$ cat src/hdl/cef_pkg.sv
/*
 Package for the comparator edge flag control block: register offsets,
 field positions, reset values and the bus structs.
 Assumes a 32-bit Avalon-MM slave with word-aligned byte addresses.
*/
package cef_pkg;

    // Printed offset is not a multiple of four, so it is an index.
    localparam logic [7:0] CEF_CTRL0_IDX = 8'h9B;
    localparam logic [7:0] CEF_MUX0_IDX = 8'h9F;
    localparam logic [7:0] CEF_MODE0_IDX = 8'h9D;
    localparam logic [7:0] CEF_CTRL1_IDX = 8'hA0;
    localparam logic [7:0] CEF_MUX1_IDX = 8'hA1;
    localparam logic [7:0] CEF_MODE1_IDX = 8'hA2;
    localparam logic [7:0] CEF_RST_IDX = 8'hA3;
    localparam logic [7:0] CEF_IRQ_STAT_IDX = 8'hA4;
    localparam logic [7:0] CEF_IRQ_MASK_IDX = 8'hA5;

    localparam int CEF_EN_BIT = 7;
    localparam int CEF_OUT_BIT = 6;
    localparam int CEF_RIF_BIT = 5;
    localparam int CEF_FIF_BIT = 4;
    localparam int CEF_HYP_LSB = 2;
    localparam int CEF_HYN_LSB = 0;
    localparam int CEF_MUXP_LSB = 0;
    localparam int CEF_MUXN_LSB = 4;

    localparam logic [7:0] CEF_CTRL_RESET = 8'h00;
    localparam logic [7:0] CEF_MUX_RESET = 8'hFF;
    localparam logic [1:0] CEF_MODE_RESET = 2'h2;
    localparam logic [31:0] CEF_UNMAPPED_DATA = 32'h00000000;

    typedef enum logic [1:0] {
        CEF_HYST_OFF = 2'h0,
        CEF_HYST_5MV = 2'h1,
        CEF_HYST_10MV = 2'h2,
        CEF_HYST_20MV = 2'h3
    } cef_hyst_e;

    // Per-comparator settings driven to the analog core.
    typedef struct packed {
        logic enable;
        cef_hyst_e hyst_pos;
        cef_hyst_e hyst_neg;
        logic [3:0] pos_sel;
        logic [3:0] neg_sel;
        logic [1:0] resp_mode;
    } cef_analog_cfg_s;

    // Per-comparator pin outputs.
    typedef struct packed {
        logic latched;
        logic raw;
    } cef_pin_out_s;

endpackage

$ cat src/hdl/cef_comparator_ctrl.sv
/*
 Digital control and status logic around two voltage comparators,
 reached over Avalon-MM with waitrequest.
 Assumes comparator results arrive as levels that may be asynchronous;
 the raw pin path is purely combinational so it works with no clock.
*/
`timescale 1ns/1ps

// Notes on behaviour
// RL1 - Writing one to enable bit turns comparator on, zero turns off.
// RL2 - Falling transition of comparator output sets falling-edge flag.
// RL3 - Rising transition of comparator output sets rising-edge flag.
// RL4 - Edge flags stay set until software writes zero to them.
// RL5 - Output state bit reads present comparator result at any time; the code returns the synchronised sample, zero while disabled.
// RL6 - Rising and falling interrupts come from the edge flags.
// RL7 - A disabled comparator drives its pin outputs low.
// RL8 - Two pin outputs: one clocked, one raw that works without clock.
// RL9 - Enabled comparator with output zero raises oscillator wake.
// RL10 - Only comparator zero can act as a reset source.
// RL11 - Two-bit negative hysteresis field in bits one and zero.
// RL12 - Two-bit positive hysteresis field in bits three and two.
// RL13 - Four-bit positive and negative input selects per mux register.
// RL14 - Software clears flags shortly after enabling or retuning.
// RL15 - Response time chosen per comparator in a mode register.
// RL16 - Edges found by comparing consecutive synchronised samples.
module cef_comparator_ctrl
    import cef_pkg::*;
#(
    parameter int NUM_CMP = 2
)
(
    // Clock and reset
    input wire logic ref_clk,
    input wire logic rst,
    // Avalon-MM slave
    input wire logic [9:0] avs_address,
    input wire logic avs_read,
    input wire logic avs_write,
    input wire logic [31:0] avs_writedata,
    input wire logic [3:0] avs_byteenable,
    output logic [31:0] avs_readdata,
    output logic avs_waitrequest,
    // Analog comparator cores
    input wire logic [NUM_CMP-1:0] cmp_result,
    output cef_analog_cfg_s [NUM_CMP-1:0] analog_cfg,
    // Pins and system
    output cef_pin_out_s [NUM_CMP-1:0] pin_out,
    output logic [NUM_CMP-1:0] rise_irq,
    output logic [NUM_CMP-1:0] fall_irq,
    output logic irq,
    output logic osc_wake,
    output logic cmp_reset_req
);

    logic [7:0] ctrl_q [NUM_CMP];
    logic [7:0] mux_q [NUM_CMP];
    logic [1:0] mode_q [NUM_CMP];
    logic [NUM_CMP-1:0] sync1_q;
    logic [NUM_CMP-1:0] sync2_q;
    logic [NUM_CMP-1:0] prev_q;
    logic [NUM_CMP-1:0] rise_q;
    logic [NUM_CMP-1:0] fall_q;
    logic [NUM_CMP-1:0] rise_ev;
    logic [NUM_CMP-1:0] fall_ev;
    logic [NUM_CMP-1:0] en;
    logic [NUM_CMP-1:0] latched_q;
    logic rst_en_q;
    logic [3:0] istat_q;
    logic [3:0] imask_q;
    logic ack_q;
    logic [31:0] rdata_q;
    logic [7:0] idx;
    logic req;
    logic wr_go;
    logic rd_go;

    // Index of a register from a byte address.
    function automatic logic [7:0] word_idx(input logic [9:0] a);
        return a[9:2];
    endfunction

    // True when a write strikes the given register index.
    function automatic logic wr_hit(input logic go, input logic [7:0] i,
                                    input logic [7:0] r);
        return go && (i == r);
    endfunction

    assign idx = word_idx(avs_address);
    assign req = avs_read || avs_write;
    // One wait cycle gives a registered read path.
    assign avs_waitrequest = req && !ack_q;
    assign wr_go = avs_write && ack_q && avs_byteenable[0];
    assign rd_go = avs_read && ack_q;

    always_ff @(posedge ref_clk or posedge rst)
    begin
        if (rst)
            ack_q <= 1'b0;
        else
            ack_q <= req && !ack_q;
    end

    genvar g;
    generate
        for (g = 0; g < NUM_CMP; g++)
        begin : g_cmp
            localparam logic [7:0] CTRL_I = g == 0 ? CEF_CTRL0_IDX
                                                    : CEF_CTRL1_IDX;
            localparam logic [7:0] MUX_I = g == 0 ? CEF_MUX0_IDX
                                                   : CEF_MUX1_IDX;
            localparam logic [7:0] MODE_I = g == 0 ? CEF_MODE0_IDX
                                                    : CEF_MODE1_IDX;

            assign en[g] = ctrl_q[g][CEF_EN_BIT];

            // RL1 RL11 RL12 control write
            always_ff @(posedge ref_clk or posedge rst)
            begin
                if (rst)
                    ctrl_q[g] <= CEF_CTRL_RESET;
                else if (wr_hit(wr_go, idx, CTRL_I))
                begin
                    ctrl_q[g][CEF_EN_BIT] <= avs_writedata[CEF_EN_BIT];
                    ctrl_q[g][3:0] <= avs_writedata[3:0];
                end
            end

            // RL13 input mux write
            always_ff @(posedge ref_clk or posedge rst)
            begin
                if (rst)
                    mux_q[g] <= CEF_MUX_RESET;
                else if (wr_hit(wr_go, idx, MUX_I))
                    mux_q[g] <= avs_writedata[7:0];
            end

            // RL15 response mode write
            always_ff @(posedge ref_clk or posedge rst)
            begin
                if (rst)
                    mode_q[g] <= CEF_MODE_RESET;
                else if (wr_hit(wr_go, idx, MODE_I))
                    mode_q[g] <= avs_writedata[1:0];
            end

            // RL2 RL3 RL4 sticky flags, an edge wins over a clear
            always_ff @(posedge ref_clk or posedge rst)
            begin
                if (rst)
                begin
                    rise_q[g] <= 1'b0;
                    fall_q[g] <= 1'b0;
                end
                else
                begin
                    if (rise_ev[g])
                        rise_q[g] <= 1'b1;
                    else if (wr_hit(wr_go, idx, CTRL_I) &&
                             !avs_writedata[CEF_RIF_BIT])
                        rise_q[g] <= 1'b0;
                    if (fall_ev[g])
                        fall_q[g] <= 1'b1;
                    else if (wr_hit(wr_go, idx, CTRL_I) &&
                             !avs_writedata[CEF_FIF_BIT])
                        fall_q[g] <= 1'b0;
                end
            end

            assign analog_cfg[g].enable = en[g];
            assign analog_cfg[g].hyst_pos =
                cef_hyst_e'(ctrl_q[g][CEF_HYP_LSB +: 2]);
            assign analog_cfg[g].hyst_neg =
                cef_hyst_e'(ctrl_q[g][CEF_HYN_LSB +: 2]);
            assign analog_cfg[g].pos_sel = mux_q[g][CEF_MUXP_LSB +: 4];
            assign analog_cfg[g].neg_sel = mux_q[g][CEF_MUXN_LSB +: 4];
            assign analog_cfg[g].resp_mode = mode_q[g];

            // RL7 RL8 raw path is clockless and gated low when off
            assign pin_out[g].raw = cmp_result[g] && en[g];
            assign pin_out[g].latched = latched_q[g];
        end
    endgenerate

    // RL16 two-flop synchroniser and sample history
    always_ff @(posedge ref_clk or posedge rst)
    begin
        if (rst)
        begin
            sync1_q <= '0;
            sync2_q <= '0;
            prev_q <= '0;
        end
        else
        begin
            sync1_q <= cmp_result & en;
            sync2_q <= sync1_q;
            prev_q <= sync2_q;
        end
    end

    // RL16 one-cycle edge events
    assign rise_ev = sync2_q & ~prev_q;
    assign fall_ev = ~sync2_q & prev_q;

    // RL7 RL8 clocked pin output
    always_ff @(posedge ref_clk or posedge rst)
    begin
        if (rst)
            latched_q <= '0;
        else
            latched_q <= sync2_q & en;
    end

    // RL10 reset source enable, comparator zero only
    always_ff @(posedge ref_clk or posedge rst)
    begin
        if (rst)
            rst_en_q <= 1'b0;
        else if (wr_hit(wr_go, idx, CEF_RST_IDX))
            rst_en_q <= avs_writedata[0];
    end

    // RL10 reset request
    assign cmp_reset_req = rst_en_q && en[0] && !cmp_result[0];

    // RL9 wake request
    assign osc_wake = |(en & ~cmp_result);

    // RL6 per-edge interrupt lines
    assign rise_irq = rise_q;
    assign fall_irq = fall_q;

    // Sticky status: a read clears only the bits that it returned, so an
    // event landing in the wait state survives; a same-cycle event sets.
    always_ff @(posedge ref_clk or posedge rst)
    begin
        if (rst)
            istat_q <= '0;
        else if (rd_go && idx == CEF_IRQ_STAT_IDX)
            istat_q <= (istat_q & ~rdata_q[3:0]) |
                       {fall_ev[1], rise_ev[1], fall_ev[0], rise_ev[0]};
        else
            istat_q <= istat_q |
                       {fall_ev[1], rise_ev[1], fall_ev[0], rise_ev[0]};
    end

    always_ff @(posedge ref_clk or posedge rst)
    begin
        if (rst)
            imask_q <= '0;
        else if (wr_hit(wr_go, idx, CEF_IRQ_MASK_IDX))
            imask_q <= avs_writedata[3:0];
    end

    assign irq = |(istat_q & imask_q);

    // RL5 read mux
    always_ff @(posedge ref_clk or posedge rst)
    begin
        if (rst)
            rdata_q <= CEF_UNMAPPED_DATA;
        else if (avs_read && !ack_q)
        begin
            case (idx)
                CEF_CTRL0_IDX:
                    rdata_q <= {24'h000000, en[0], sync2_q[0], rise_q[0],
                                fall_q[0], ctrl_q[0][3:0]};
                CEF_CTRL1_IDX:
                    rdata_q <= {24'h000000, en[1], sync2_q[1], rise_q[1],
                                fall_q[1], ctrl_q[1][3:0]};
                CEF_MUX0_IDX: rdata_q <= {24'h000000, mux_q[0]};
                CEF_MUX1_IDX: rdata_q <= {24'h000000, mux_q[1]};
                CEF_MODE0_IDX: rdata_q <= {30'h0, mode_q[0]};
                CEF_MODE1_IDX: rdata_q <= {30'h0, mode_q[1]};
                CEF_RST_IDX: rdata_q <= {31'h0, rst_en_q};
                CEF_IRQ_STAT_IDX: rdata_q <= {28'h0000000, istat_q};
                CEF_IRQ_MASK_IDX: rdata_q <= {28'h0000000, imask_q};
                default: rdata_q <= CEF_UNMAPPED_DATA;
            endcase
        end
    end

    assign avs_readdata = rdata_q;
endmodule

$ cat config.mk
export PLATFORM = sky130hd
export DESIGN_NAME = cef_comparator_ctrl
export DESIGN_NICKNAME = d
export VERILOG_FILES = /design/src/hdl/cef_pkg.sv /design/src/hdl/cef_comparator_ctrl.sv
export SDC_FILE = /design/constraint.sdc
export NUM_CORES = 1
export LEC_CHECK = 0
export ABC_CLOCK_PERIOD_IN_PS = 2280
export BUFFER_PORTS_ARGS = -buffer_cell sky130_fd_sc_hd__buf_4
export CAP_MARGIN = 40
export CORE_UTILIZATION = 40
export DETAILED_ROUTE_END_ITERATION = 10
export HOLD_SLACK_MARGIN = 0.03
export PLACE_DENSITY = 0.73
export SLEW_MARGIN = 20
export SYNTH_ARGS = -nofsm -noshare
export SYNTH_HDL_FRONTEND = slang
export SYNTH_SLANG_ARGS = --single-unit
export TNS_END_PERCENT = 100
$ cat constraint.sdc
create_clock -name ref_clk -period 2.28 [get_ports ref_clk]
set_clock_uncertainty 0.1 [all_clocks]
set_input_delay 0.228 -clock ref_clk [delete_from_list [all_inputs] [get_ports ref_clk]]
set_output_delay 0.228 -clock ref_clk [all_outputs]
set_load 0.02 [all_outputs]
==> metrics.log <==
INFO  metric synth.cell_area = 3100 um2
INFO  metric worst-path-buf-inv = 1
INFO  metric worstPathRequired = 2400 ps
INFO  metric syn_avg_cell_area = 11.6 um2
INFO  metric synth_seq_cells = 60
INFO  metric port_buf_inserts = 72
INFO  metric detailedPlacementHpwl = 5.77 mm
INFO  metric synthFlopType = sky130_fd_sc_hd__dfrtp_1
INFO  metric finish.instance_area = 3970 um2
INFO  metric cts_buffers = 9
INFO  metric drt-vias-per-instance = 5.34
INFO  metric reg2reg_setup_slack = 570 ps
INFO  metric antenna_found_initial = 0
INFO  metric io-pin-count = 126
INFO  metric pwr_density_cell = 593 nW/um2
INFO  metric areaGrowthSynthToFinish = 28.2%
INFO  metric grt_pass1_vias = 2329
INFO  metric synth_cells = 266
INFO  metric max-vdd-ir-drop = 0.419 mV
INFO  metric min-delay-start = avs_writedata[7]
INFO  metric worstReg2RegStart = ack_q
INFO  metric synth_enable_flop_cells = 0
INFO  metric cts_root_buffer = sky130_fd_sc_hd__clkbuf_8
INFO  metric die_height = 90.0 um
INFO  metric leakagePower = 1.87 nW
INFO  metric worst_hold_path.endpoint = analog_cfg[14]
INFO  metric antenna_cells_inserted = 0
INFO  metric yosys.cell_types.count = 44
INFO  metric clock_insertion_delay_worst_skew = 340 ps
INFO  metric finalSetupTns = 0 ps
INFO  metric yosys_warnings = 0
INFO  metric timing.max_slew.rel_slack = 0.665
INFO  metric grt_max_degree = 39
INFO  metric cts_htree_levels = 3
INFO  metric path_clk_slew = 70 ps
INFO  metric series_of_cell_instances_along_the_critical_path = buf_4 -> or4b_1 -> or4_4 -> mux2_4
INFO  metric comb_power_share = 0.102
INFO  metric timing.final.setup_violations = 0
INFO  metric cp_top_family = simple AND/OR/NAND/NOR gates
INFO  metric intPower = 1.75 mW
INFO  metric critPathCaptureType = flop
INFO  metric placed_instances = 437
INFO  metric detailroute.via_count = 2446
INFO  metric min-delay-path-class = input pin to flop
INFO  metric total_switching_power = 0.602 mW
INFO  metric timing.critical_path.fanout_max = 7
INFO  metric startpoint_type = input pin
INFO  metric asyncSetResetFlopFracSynth = 1.00
INFO  metric fin_cells = 458
INFO  metric synthTopCellsByArea = sky130_fd_sc_hd__dfrtp_1, sky130_fd_sc_hd__dfstp_2, sky130_fd_sc_hd__mux2_2
INFO  metric final_common_cell = sky130_fd_sc_hd__buf_4
INFO  metric ant_nets = 0
INFO  metric postLayoutSetupSlackWorst = 479 ps
INFO  metric post_route_cells_drive_above_1_share = 0.440
INFO  metric clock_power_share = 0.423
INFO  metric post-route-min-period = 1800 ps
INFO  metric placedInstanceArea = 3710 um2
INFO  metric synth_top_cell_area_share = 0.340
INFO  metric cp-startpoint = avs_address[5]
INFO  metric timing.hold.ws = 44.9 ps
INFO  metric finalCoreUtilization = 0.539
INFO  metric drt_iter0_drc = 193
INFO  metric tritoncts_clock_tree = built
INFO  metric detail_route.drc_violations = 0
INFO  metric core_region_area = 7370 um2
INFO  metric slew_viol_final = 0
INFO  metric rsz0062_at_grt = no
INFO  metric run_status = complete, no violations
INFO  metric commonest_cells_after_routing_fill_and_taps_aside = sky130_fd_sc_hd__buf_4, sky130_fd_sc_hd__dfrtp_1, sky130_fd_sc_hd__conb_1
INFO  metric cts.sinks = 60
INFO  metric finalWirelength = 7.93 mm
INFO  metric wl_per_cell = 17.3 um
INFO  metric die_width = 90.0 um
INFO  metric dr.pass1.iters = 5
INFO  metric synth.yosys.seq_area_share = 0.492
INFO  metric power_switching_share = 0.256
INFO  metric fmax = 555 MHz
INFO  metric std_cell_rows = 31
INFO  metric finalCritPeriodShare = 0.790
INFO  metric slowest_delay = 660 ps
INFO  metric place.gp.congestion = 0.867
INFO  metric grt_first_pass_wirelength = 12.6 mm
INFO  metric totalPowerFinal = 2.35 mW
INFO  metric design.final.nets = 406
INFO  metric timing.rr.end = analog_cfg[15]
INFO  metric reg2reg_depth = 4
INFO  metric dieArea = 8090 um2
INFO  metric pwr-share-seq = 0.475
INFO  metric critical_path_arrival = 1920 ps
INFO  metric globalRouteOverflowTotal = 0
INFO  metric critPathSlowestCell = sky130_fd_sc_hd__or4_4
INFO  metric post-cts-setup-buffer-count = 0
INFO  metric initial_core_util = 0.420
INFO  metric grt_use_total = 0.204
INFO  metric worst-setup-path-type = input pin to flop
INFO  metric final-hold-violation-count = 0
INFO  metric cap_viol_max_count = 0
INFO  metric area_leader_netlist = sky130_fd_sc_hd__dfrtp_1
INFO  metric worst_hold_path.num_cells = 2
INFO  metric detailedPlace.worstSlack = 128 ps
INFO  metric tightest_slew = 501 ps
INFO  metric max-clock-path-buffers = 2
[synth_stat cells, types with 2 or more instances]
cell,instances
sky130_fd_sc_hd__dfrtp_1,42
sky130_fd_sc_hd__o21ai_0,9
sky130_fd_sc_hd__and2_1,4
sky130_fd_sc_hd__mux4_2,2
sky130_fd_sc_hd__inv_1,8
sky130_fd_sc_hd__mux2_4,13
sky130_fd_sc_hd__nand2b_1,3
sky130_fd_sc_hd__a22o_1,8
sky130_fd_sc_hd__a31oi_1,2
sky130_fd_sc_hd__buf_1,3
sky130_fd_sc_hd__o22ai_1,3
sky130_fd_sc_hd__o211ai_1,4
sky130_fd_sc_hd__mux2i_1,7
sky130_fd_sc_hd__nor3b_1,3
sky130_fd_sc_hd__nand4_1,10
sky130_fd_sc_hd__nand4b_1,3
sky130_fd_sc_hd__or4_4,2
sky130_fd_sc_hd__dfstp_2,18
sky130_fd_sc_hd__nand3_1,18
sky130_fd_sc_hd__a22oi_1,2
sky130_fd_sc_hd__nor2_1,8
sky130_fd_sc_hd__and4b_1,3
sky130_fd_sc_hd__and3_1,2
sky130_fd_sc_hd__buf_4,24
sky130_fd_sc_hd__nand2_1,13
sky130_fd_sc_hd__clkbuf_1,6
sky130_fd_sc_hd__mux2_2,23
sky130_fd_sc_hd__nor4_1,2
sky130_fd_sc_hd__nor4b_1,3
sky130_fd_sc_hd__nor3_1,3
sky130_fd_sc_hd__buf_6,2
[power groups by stage]
stage	Sequential (mW)	Clock [mW]	Combinational [mW]
after floorplan	1.14	0	0.158
after global placement	1.13	0	0.230
after detailed placement	1.14	0	0.233
after CTS	1.12	1.02	0.240
after global routing	1.12	1.05	0.263
final	1.12	0.996	0.239
[layer usage]
metal	track usage	wire length, um	vias up
met3	0.0618	601	8
met5	0	0	-
met4	0.0632	102	0
met2	0.322	3780	123
li1	-	-	1117
met1	0.272	3450	1198
[registers in the layout (all words and copies together), names as in the netlist]
signal / count
analog_cfg: 30
rst_en_q: 1
sync2_q: 2
rise_irq: 2
imask_q: 4
prev_q: 2
fall_irq: 2
avs_readdata: 8
istat_q: 4
latched_q: 2
ack_q: 1
sync1_q: 2
[how the worst max path moves through the flow]
stage / cells past startpoint / endpoint
global route: 4 / fall_irq[0]
floorplan: 5 / analog_cfg[25]
detailed placement: 4 / analog_cfg[29]
global placement: 4 / analog_cfg[26]
CTS: 4 / analog_cfg[29]
finish: 4 / analog_cfg[29]
[worst register-to-register path, stage by stage (launching register included)]
cell,delay [ps]
sky130_fd_sc_hd__dfrtp_1,430
sky130_fd_sc_hd__and3_1,250
sky130_fd_sc_hd__nand2_1,100
sky130_fd_sc_hd__nor3_1,330
sky130_fd_sc_hd__mux2_2,380
[timing repair]
action / in CTS / in global routing
hold buffers: 5 / 0
endpoints found under the hold margin: 16 / 0
resized for setup: 0 / 0
[layout make-up]
cell class                      instances  area [um2]
Inverter                                8        30.0
Timing Repair Buffer                   90         701
Clock buffer                           13         159
Fill cell                             676        3400
Clock inverter                          3        45.0
Sequential cell                        60        1520
Multi-Input combinational cell        185        1390
Tap cell                               99         124
[cells by family after synthesis]
logic type | synth area share
DFF | 0.492
AOI/OAI and AO/OA | 0.0752
muxes | 0.184
other | 0.00121
and+or+nand+nor | 0.160
buffers and inverters | 0.0877
(Power assumes the default switching activity.)
